[src/verilog/cwgd_pkg.sv]
// cwgd_pkg: constants for the dead-band delay block
// assumes a plain 8-bit register port, one 40 MHz core clock
package cwgd_pkg;
  localparam int          CWGD_CNT_W       = 6;
  localparam int          CWGD_ADDR_W      = 2;
  localparam int          CWGD_DATA_W      = 8;
  localparam logic [1:0]  CWGD_ADDR_RISE   = 2'h0;
  localparam logic [1:0]  CWGD_ADDR_FALL   = 2'h1;
  localparam logic [1:0]  CWGD_ADDR_CTRL   = 2'h2;
  localparam logic [1:0]  CWGD_ADDR_STAT   = 2'h3;
  localparam int          CWGD_CTRL_CS_BIT = 0;
  localparam int          CWGD_CTRL_ASA_LO = 4;
  localparam int          CWGD_CTRL_ASB_LO = 6;
  localparam logic [1:0]  CWGD_SDL_INACT   = 2'h0;
  localparam logic [1:0]  CWGD_SDL_TRI     = 2'h1;
  localparam logic [1:0]  CWGD_SDL_LOW     = 2'h2;
  localparam logic [1:0]  CWGD_SDL_HIGH    = 2'h3;
  localparam logic [5:0]  CWGD_CNT_ZERO    = 6'h00;
  localparam logic [7:0]  CWGD_CTRL_RST    = 8'h00;
endpackage : cwgd_pkg

[src/verilog/cwgd_dly_if.sv]
// cwgd_dly_if: carries one edge-delay request and its result
// assumes both ends share i_core_clk
`timescale 1ns/1ps
`default_nettype none
interface cwgd_dly_if;
  logic       tick;
  logic [5:0] count;
  logic       level_in;
  logic       level_out;
  logic       busy;
  modport ctl (output tick, output count, output level_in, input level_out, input busy);
  modport dly (input tick, input count, input level_in, output level_out, output busy);
endinterface : cwgd_dly_if
`default_nettype wire

[src/verilog/cwgd_edge_dly.sv]
// cwgd_edge_dly: delays the rising edge of a level by N to N+1 ticks
// assumes tick is a one-cycle enable from the dead-band clock divider
`timescale 1ns/1ps
`default_nettype none
module cwgd_edge_dly
  import cwgd_pkg::*;
(
  // clock and reset
  input  wire logic i_core_clk,
  input  wire logic i_rst_n,
  // delay request
  cwgd_dly_if.dly   dl
);
  import cwgd_pkg::*;
  logic [5:0] cnt_q;
  logic       out_q;
  logic       run_q;

  assign dl.level_out = out_q;
  assign dl.busy      = run_q;

  // falling edges pass at once; rising edges wait count+1 ticks, none if count is zero, so the delay is N to N+1
  always_ff @(posedge i_core_clk or negedge i_rst_n) begin
    if (!i_rst_n) begin
      cnt_q <= CWGD_CNT_ZERO;
      run_q <= 1'b0;
      out_q <= 1'b0;
    end else if (!dl.level_in) begin
      run_q <= 1'b0;
      out_q <= 1'b0;
    end else if (dl.count == CWGD_CNT_ZERO) begin
      out_q <= 1'b1;
    end else if (!out_q && !run_q) begin
      run_q <= 1'b1;
      cnt_q <= dl.count;
    end else if (run_q && dl.tick) begin
      if (cnt_q == CWGD_CNT_ZERO) begin
        run_q <= 1'b0;
        out_q <= 1'b1;
      end else begin
        cnt_q <= cnt_q - 6'h01;
      end
    end
  end

  a_dly_drop_fast: assert property (@(posedge i_core_clk) disable iff (!i_rst_n)
    !dl.level_in |=> !out_q)
    else $error("delayed output did not drop with input");
endmodule : cwgd_edge_dly
`default_nettype wire

[src/verilog/cwgd_top.sv]
// cwgd_top: dead-band delay of a complementary waveform pair
// assumes synchronous inputs, fast oscillator tick given as an enable
//
// The implementer's own choices: the strobed register port and the register addresses.
`timescale 1ns/1ps
`default_nettype none
module cwgd_top
  import cwgd_pkg::*;
(
  // clock and reset
  input  wire logic                        i_core_clk,
  input  wire logic                        i_rst_n,
  // register port
  input  wire logic [cwgd_pkg::CWGD_ADDR_W-1:0] i_addr,
  input  wire logic [cwgd_pkg::CWGD_DATA_W-1:0] i_wdata,
  input  wire logic                        i_wr,
  input  wire logic                        i_rd,
  output logic [cwgd_pkg::CWGD_DATA_W-1:0] o_rdata,
  // waveform and shutdown
  input  wire logic                        i_fast_osc_tick,
  input  wire logic                        i_wave,
  input  wire logic                        i_shutdown,
  input  wire logic                        i_pol_a,
  input  wire logic                        i_pol_b,
  // outputs
  output logic                             o_out_a,
  output logic                             o_out_a_oe,
  output logic                             o_out_b,
  output logic                             o_out_b_oe
);
  import cwgd_pkg::*;

  logic [5:0] rise_cnt_q;
  logic [5:0] fall_cnt_q;
  logic [7:0] ctrl_q;
  logic       tick;
  logic       a_act;
  logic       b_act;
  logic       a_q;
  logic       b_q;
  logic       a_oe_q;
  logic       b_oe_q;
  logic [7:0] rdata_q;
  logic [1:0] sdl_a;
  logic [1:0] sdl_b;
  logic       sd_a_inact;
  logic       sd_b_inact;

  cwgd_dly_if rise_if ();
  cwgd_dly_if fall_if ();

  assign sdl_a = ctrl_q[CWGD_CTRL_ASA_LO +: 2];
  assign sdl_b = ctrl_q[CWGD_CTRL_ASB_LO +: 2];
  assign sd_a_inact = i_shutdown && sdl_a == CWGD_SDL_INACT;
  assign sd_b_inact = i_shutdown && sdl_b == CWGD_SDL_INACT;

  // count fields have no reset on purpose
  always_ff @(posedge i_core_clk) begin
    if (i_wr && i_addr == CWGD_ADDR_RISE) begin
      rise_cnt_q <= i_wdata[CWGD_CNT_W-1:0];
    end
    if (i_wr && i_addr == CWGD_ADDR_FALL) begin
      fall_cnt_q <= i_wdata[CWGD_CNT_W-1:0];
    end
  end

  always_ff @(posedge i_core_clk or negedge i_rst_n) begin
    if (!i_rst_n) begin
      ctrl_q <= CWGD_CTRL_RST;
    end else if (i_wr && i_addr == CWGD_ADDR_CTRL) begin
      ctrl_q <= i_wdata;
    end
  end

  // read data one cycle after the strobe
  always_ff @(posedge i_core_clk or negedge i_rst_n) begin
    if (!i_rst_n) begin
      rdata_q <= 8'h00;
    end else if (i_rd) begin
      case (i_addr)
        CWGD_ADDR_RISE: rdata_q <= {2'h0, rise_cnt_q};
        CWGD_ADDR_FALL: rdata_q <= {2'h0, fall_cnt_q};
        CWGD_ADDR_CTRL: rdata_q <= ctrl_q;
        CWGD_ADDR_STAT: rdata_q <= {4'h0, rise_if.busy, fall_if.busy, b_q, a_q};
        default:        rdata_q <= 8'h00;
      endcase
    end else begin
      rdata_q <= 8'h00;
    end
  end
  assign o_rdata = rdata_q;

  // dead-band clock select
  assign tick = ctrl_q[CWGD_CTRL_CS_BIT] ? i_fast_osc_tick : 1'b1;

  assign rise_if.tick     = tick;
  assign rise_if.count    = rise_cnt_q;
  assign rise_if.level_in = i_wave && !sd_a_inact;
  assign fall_if.tick     = tick;
  assign fall_if.count    = fall_cnt_q;
  assign fall_if.level_in = !i_wave && !sd_b_inact;

  cwgd_edge_dly u_rise (
    .i_core_clk (i_core_clk),
    .i_rst_n    (i_rst_n),
    .dl         (rise_if)
  );
  cwgd_edge_dly u_fall (
    .i_core_clk (i_core_clk),
    .i_rst_n    (i_rst_n),
    .dl         (fall_if)
  );

  // shutdown masks the delayed levels directly so the inactive level comes at once, with no dead band
  assign a_act = rise_if.level_out && !i_shutdown;
  assign b_act = fall_if.level_out && !i_shutdown;

  always_ff @(posedge i_core_clk or negedge i_rst_n) begin
    if (!i_rst_n) begin
      a_q    <= 1'b0;
      b_q    <= 1'b0;
      a_oe_q <= 1'b0;
      b_oe_q <= 1'b0;
    end else begin
      a_oe_q <= !(i_shutdown && sdl_a == CWGD_SDL_TRI);
      b_oe_q <= !(i_shutdown && sdl_b == CWGD_SDL_TRI);
      if (i_shutdown && sdl_a[1]) begin
        a_q <= sdl_a == CWGD_SDL_HIGH;
      end else begin
        a_q <= a_act ^ i_pol_a;
      end
      if (i_shutdown && sdl_b[1]) begin
        b_q <= sdl_b == CWGD_SDL_HIGH;
      end else begin
        b_q <= b_act ^ i_pol_b;
      end
    end
  end
  assign o_out_a    = a_q;
  assign o_out_b    = b_q;
  assign o_out_a_oe = a_oe_q;
  assign o_out_b_oe = b_oe_q;

  a_never_both_on: assert property (@(posedge i_core_clk) disable iff (!i_rst_n)
    !(rise_if.level_out && fall_if.level_out))
    else $error("both outputs active together");
  a_rise_zero_pass: assert property (@(posedge i_core_clk) disable iff (!i_rst_n)
    (rise_cnt_q == CWGD_CNT_ZERO && $stable(rise_cnt_q) && i_wave && !sd_a_inact)
    |=> rise_if.level_out)
    else $error("zero rising count delayed output");
  a_fall_zero_pass: assert property (@(posedge i_core_clk) disable iff (!i_rst_n)
    (fall_cnt_q == CWGD_CNT_ZERO && $stable(fall_cnt_q) && !i_wave && !sd_b_inact)
    |=> fall_if.level_out)
    else $error("zero falling count not bypassed");
  a_rise_not_early: assert property (@(posedge i_core_clk) disable iff (!i_rst_n)
    ($rose(i_wave) && rise_cnt_q != CWGD_CNT_ZERO) |=> !rise_if.level_out)
    else $error("rising edge passed without dead band");
  a_fall_not_early: assert property (@(posedge i_core_clk) disable iff (!i_rst_n)
    ($fell(i_wave) && fall_cnt_q != CWGD_CNT_ZERO) |=> !fall_if.level_out)
    else $error("falling edge passed without dead band");
  a_rise_sysclk: assert property (@(posedge i_core_clk) disable iff (!i_rst_n)
    ($rose(i_wave) && rise_cnt_q == 6'h02 && !ctrl_q[CWGD_CTRL_CS_BIT] && i_wave[*1])
    ##1 i_wave[*4] |-> rise_if.level_out)
    else $error("rising delay of two counts too long");
  a_rdata_rise: assert property (@(posedge i_core_clk) disable iff (!i_rst_n)
    (i_rd && i_addr == CWGD_ADDR_RISE) |=> o_rdata == {2'h0, $past(rise_cnt_q)})
    else $error("rising count read wrong");
  a_rdata_fall: assert property (@(posedge i_core_clk) disable iff (!i_rst_n)
    (i_rd && i_addr == CWGD_ADDR_FALL) |=> o_rdata[7:6] == 2'h0)
    else $error("falling count upper bits not zero");
  a_sd_inactive: assert property (@(posedge i_core_clk) disable iff (!i_rst_n)
    (i_shutdown && sdl_a == CWGD_SDL_INACT && !rise_if.level_out) |=> o_out_a == $past(i_pol_a))
    else $error("shutdown inactive level wrong");
  a_wr_kept: assert property (@(posedge i_core_clk) disable iff (!i_rst_n)
    (i_wr && i_addr == CWGD_ADDR_RISE) |=> rise_cnt_q == $past(i_wdata[5:0]))
    else $error("rising count not stored");
endmodule : cwgd_top
`default_nettype wire
[config.mk]
export PLATFORM = sky130hd
export DESIGN_NAME = cwgd_top
export DESIGN_NICKNAME = d
export VERILOG_FILES = /design/src/verilog/cwgd_pkg.sv /design/src/verilog/cwgd_dly_if.sv /design/src/verilog/cwgd_edge_dly.sv /design/src/verilog/cwgd_top.sv
export SDC_FILE = /design/constraint.sdc
export NUM_CORES = 1
export LEC_CHECK = 0
export BUFFER_PORTS_ARGS = -buffer_cell sky130_fd_sc_hd__buf_4
export CAP_MARGIN = 20
export CORE_UTILIZATION = 30
export DETAILED_ROUTE_END_ITERATION = 8
export GPL_TIMING_DRIVEN = 0
export PLACE_DENSITY_LB_ADDON = 0.05
export SLEW_MARGIN = 20
export SYNTH_ARGS = -nofsm -noshare
export SYNTH_HDL_FRONTEND = slang
export SYNTH_HIERARCHICAL = 1
export SYNTH_SLANG_ARGS = --single-unit
[constraint.sdc]
create_clock -name i_core_clk -period 2 [get_ports i_core_clk]
set_clock_uncertainty 0.05 [all_clocks]
set_input_delay 0.3 -clock i_core_clk [delete_from_list [all_inputs] [get_ports i_core_clk]]
set_output_delay 0.3 -clock i_core_clk [all_outputs]
set_load 0.03 [all_outputs]
# Yosys cells after proc, flatten, opt, wreduce, memory -nomap -nowiden
# Cells that the tools add are included.
[totals]
reg_bits = 48
inputBits = 19
out_inout_bits = 12
elab_cells = 114
[classes]
add_sub_neg = 2
eq_ne = 21
mux = 31
n_bitwise = 4
reduce_logical = 42
[ops]
columns = ["op", "n"]
rows = [
  ["$mux 6", 6],
  ["$pmux 8 s4", 1],
  ["$ne 3x3->1 const B", 10],
  ["$logic_not 6->1", 4],
  ["$mux 1", 23],
  ["$logic_and 1x1->1", 17],
  ["$reduce_and 3->1", 4],
  ["$sub 6x1->6 const B", 2],
  ["$logic_not 1->1", 10],
  ["$eq 2x2->1 const B", 4],
  ["$mux 8", 1],
  ["$reduce_and 4->1", 2],
  ["$eq 2x1->1 const B", 3],
  ["$logic_not 2->1", 3],
  ["$ne 2x1->1 const B", 2],
  ["$ne 2x2->1 const B", 2],
  ["$reduce_bool 2->1", 2],
  ["$not 1->1", 2],
  ["$xor 1x1->1", 2],
]

# Logic depth before layout (Yosys ltp)
[logic_depth]
ltp_word = 6
ltp_mapped = 7
mapped_depth_nobuf = 7

# Hierarchy
# Netlist, hierarchy kept.
[by_module_without_submodules]
columns = ["mod", "n_inst", "cells_each", "area_per_inst_um2", "seq_area_each_um2"]
rows = [
  ["cwgd_top", 1, 86, 1332.5, 860.8],
  ["cwgd_edge_dly", 2, 58, 555.5, 200.2],
]

# Least setup slack after synthesis
# OpenSTA, ideal clock, no wires.
[synth_path]
path_kind = "register to register"
start = "reg u_fall.cnt_q[0]"
end = "reg u_fall.run_q (netlist: u_fall/dl.busy)"
setup_ns = 0.120
t_arrival_ns = 1.644
required_time_ns = 1.830
path_slack_ns = 0.185
stages_incl_launch_ff = 6
path_buffers = 0
period_less_slack_ns = 1.815
path_cell_list = "dfrtp_1 -> inv_1 -> ha_1 -> or4b_4 -> or4_1 -> o211a_1"
[synth_between]
elab_chain_cells = 3
[synth_rtl]
columns = ["item", "line_no", "text"]
rows = [
  ["start: declaration", "cwgd_edge_dly.sv:15", "logic [5:0] cnt_q;"],
  ["start signal: assignment", "cwgd_edge_dly.sv:35", "cnt_q <= dl.count;"],
  ["start signal: assignment", "cwgd_edge_dly.sv:41", "cnt_q <= cnt_q - 6'h01;"],
  ["$logic_not 6->1", "cwgd_edge_dly.sv:37", "if (cnt_q == CWGD_CNT_ZERO) begin"],
  ["$ne 3x3->1 (no source line)", "--", ""],
  ["$reduce_and 3->1 (no source line)", "--", ""],
  ["end signal: assignment", "cwgd_edge_dly.sv:29", "run_q <= 1'b0;"],
  ["end signal: assignment", "cwgd_edge_dly.sv:34", "run_q <= 1'b1;"],
  ["end signal: assignment", "cwgd_edge_dly.sv:38", "run_q <= 1'b0;"],
  ["end: declaration", "cwgd_edge_dly.sv:17", "logic run_q;"],
]
# Every way passes these cells.
# A chain may end at the register's enable or synchronous reset.

# Worst setup path in the final report
# Ends and elaborated chain as after synthesis.

==> flow_summary.toml <==
[floorplan]
placement_rows = 32
core_area_sq_um = 7807
die_width_um = 92.25
ios = 31
fp.dieArea_sq_um = 8510
floorplan.initialDensity = 0.3130
chipHeight_um = 92.25

[power]
power_switching_share = 0.3292
cell_internal_pwr_w = 0.002037
p_seq_frac = 0.461
design_power_total_w = 0.003036
switching_power_summed_over_all_nets_w = 0.0009994
power_density_nw_per_um2 = 1008
share_comb_of_total_power = 0.307
static-leakage-power_nw = 1.331
power.share.clock = 0.233
worst_supply_voltage_drop_on_vdd_mv = 0.2908

[synthesis]
syn-mean-instance-area_sq_um = 12.10
synth.net_count = 225
synth_largest_type_area_fraction = 0.3687
synth_area_sq_um = 2444
synth_seq_cells = 48
synth-seq-area-share = 0.5161
netlist_top_cells_area = "dfrtp_1, edfxtp_1, mux2i_1"
yosysUniqueCellTypes = 44
ys_warn_count = 6
yosysTopAreaCell = "dfrtp_1"
syn_inst = 202

[clock_tree]
clk_transition_reported_paths_ps = 90
ctsHtreeMaxLevel = 2
cts_tree = "yes"
clock_path_buffers = 2
cts_inserted_buffers = 5
numClockSinks = 48
clk-insertion-delay-late_ps = 300
cts_root_buf = "clkbuf_8"

[finish]
antenna-diode-count = 0
areaGrowthSynthToFinish_pct = 23.25
finish.utilization = 0.3857
mostFrequentLayoutCell = "buf_4"
post_route_cell_area_sq_um = 3012
layout.filler_cells = 794
layout-drive-gt1-share = 0.3175
fin_cells = 354
highest_count_cells_in_the_layout_ignoring_fill_and_taps = "buf_4, dfrtp_1, nor2_1"
nNetsFinal = 274

[worst_setup_path]
cp_num_buf_inv = 1
regToRegSetupSlack_ps = 60
criticalPathCategory = "flip-flop to flip-flop"
critical-path-top-delay-family = "simple AND/OR/NAND/NOR gates"
ff2ff_path_depth = 5
startpoint_class_of_the_critical_path = "flip-flop"
cp-startpoint = "u_fall/cnt_q[0]"
crit_required_ps = 2150
worst-endpoint-arrival_ps = 2080
critical_path_cell_sequence = "inv_2, ha_1, or4b_4, or4_1, o211a_1"
endpoint_kind = "flip-flop"
worst_r2r_src = "u_fall/cnt_q[0]"
critical_path.max_fanout = 4
worst_r2r_endpoint = "u_fall/dl.busy"
critPathSlowestCell = "or4_1"
critical-path-max-stage-delay_ps = 510

[global_route]
number_of_antenna_violations_at_the_first_check_in_global_routing = 0
global_routing_usage_summed_across_all_routing_layers = 0.1491
grt_max_degree = 37
global_route_overflow = 0
met2_usage = 0.2400
gr-usage-met3 = 0.02653
first_global_vias = 1713
grt_pass1_wl_um = 9625
grt_util_met1 = 0.2110
most_crowded_layer_after_global_routing = "met2"

[outcome]
run_status = "finished, final reports clean"

[timing]
slew_worst_pin_ps = 936.8
max_clock_freq_mhz = 516.5
report.final.setup_viol = 0
worst_slew_margin_rel = 0.3741
min_period_over_period = 0.9680
timing.final.max_slew_violations = 0
setup_slack_ps = 63.99
period_needed_ps = 1936
final_hold_viol_count = 0

[placement]
gp_congestion = 0.7584
dpl_worst_slack_ps = -101.2
port-buffer-count = 28
place_area_sq_um = 2781
place_hpwl_um = 4332
place.detailed.instances = 332

[detailed_routing]
detail_route.drc_violations = 0
route.antenna.remaining_nets = 0
detailroute.via_count = 1743
wire_per_inst_um = 16.90
drt-pass1-iter-count = 4
detailedRoute.firstIterationViolations = 48
route.detailed.vias_per_inst = 4.924
total_routed_length_um = 5984

[min_path]
worstHoldEndpoint = "rise_cnt_q[3]"
holdCritPathClass = "input pin to flip-flop"
hold_path_depth = 1
hp_start = "i_wdata[3]"

[flow_run]
timing.max_cap.violations = 0
-- area by class of cell --
class,instances,area (sq um),area share
Clock inverter,3,42.54,0.01413
Clock buffer,5,68.82,0.02285
Inverter,7,26.28,0.008725
Timing Repair Buffer,42,317.8,0.1055
Buffer,7,52.55,0.01745
Multi-Input combinational cell,140,1115,0.3702
Sequential cell,48,1261,0.4188
Tap cell,102,127.6,0.04238
-- worst register-to-register path: cells and delay by family, from the launching register on --
kind	cells	cell delay [ps]
AND/OR/NAND/NOR	2	1010
flip-flops	1	420
adder cells (fa/ha/maj)	1	150
AO/OA/AOI/OAI	1	140
buffers and inverters	1	70
-- power groups by stage --
stage          logic (W)  clock network, W  registers (W)
6_report        0.000931          0.000706        0.00140
5_1_grt          0.00104          0.000766        0.00143
4_1_cts         0.000850          0.000731        0.00140
3_5_place_dp    0.000842                 0        0.00142
3_3_place_gp    0.000846                 0        0.00142
2_1_floorplan   0.000587                 0        0.00140
-- state kept, by name (all words and copies together) (netlist names), 6 cells and up --
signal	flops
u_fall/cnt_q	6
fall_cnt_q	6
rise_cnt_q	6
ctrl_q	8
o_rdata	8
u_rise/cnt_q	6
-- metrics by stage --
step	hold WS, ps	setup TNS [ps]
CTS	139.1	0
detailed placement	258.2	-278.9
global placement	258.0	-273.7
global route	134.4	-5.545
floorplan	-45.59	0
finish	146.3	0
-- logic make-up (layout without fill, tap and decap cells) --
kind of cell | count (synthesis) | count (layout) | synth area share
flip-flops | 48 | 48 | 0.5161
adder cells (fa/ha/maj) | 4 | 4 | 0.02048
XOR/XNOR | 2 | 2 | 0.007170
AO/OA/AOI/OAI | 51 | 51 | 0.1562
multiplexers | 22 | 22 | 0.1065
buffers and inverters | 14 | 64 | 0.03073
AND/OR/NAND/NOR | 61 | 61 | 0.1628
-- synth_stat cells --
library cell	n
nor3_4	2
and3_1	1
nor3_1	3
nor3b_1	5
o21ai_1	2
or4_1	2
or4_4	2
ha_1	4
xor2_1	2
or4b_4	2
o22a_1	2
nor2_1	19
o21ai_0	10
o41ai_1	4
or2_4	2
and3_2	1
a21o_1	2
o2bb2ai_4	2
nor2b_4	1
o21bai_1	2
and2_1	2
mux2_4	8
buf_4	4
o31ai_1	6
a31oi_1	2
clkbuf_1	2
inv_1	7
o22ai_1	4
nor4_1	2
a22oi_1	2
mux2i_1	14
nand2b_1	2
a32oi_1	2
o31a_1	1
nand3b_1	4
o211a_1	2
a21oi_1	8
dfrtp_1	36
nand2_1	5
and3b_1	1
or3_1	4
edfxtp_1	12
buf_6	1
nand2_4	1
-- timing repair --
item / 4_1_cts / 5_1_grt
gates resized for setup: 0 / 7
endpoints found under the hold margin: 36 / 0
hold buffers: 1 / 0
endpoints found under the setup margin: 0 / 12
buffers inserted: 0 / 13
-- routing by layer --
layer,part of all wire,wire length (um),vias to the layer above
li1,-,-,856
met1,0.49,2938,856
met2,0.48,2856,27
met3,0.025,148,4
met4,0.0067,40,0
met5,0,0,-
-- how the worst max path moves through the flow --
stage,to,slack [ps],depth (start not counted)
3_3_place_gp,u_fall/cnt_q[3],-110,8
4_1_cts,u_fall/cnt_q[1],40,7
3_5_place_dp,u_fall/cnt_q[3],-100,8
6_report,u_fall/dl.busy,60,5
5_1_grt,u_rise/cnt_q[1],-6,7
2_1_floorplan,u_fall/dl.busy,190,5
Note: power is estimated with default switching activity, not from simulation.
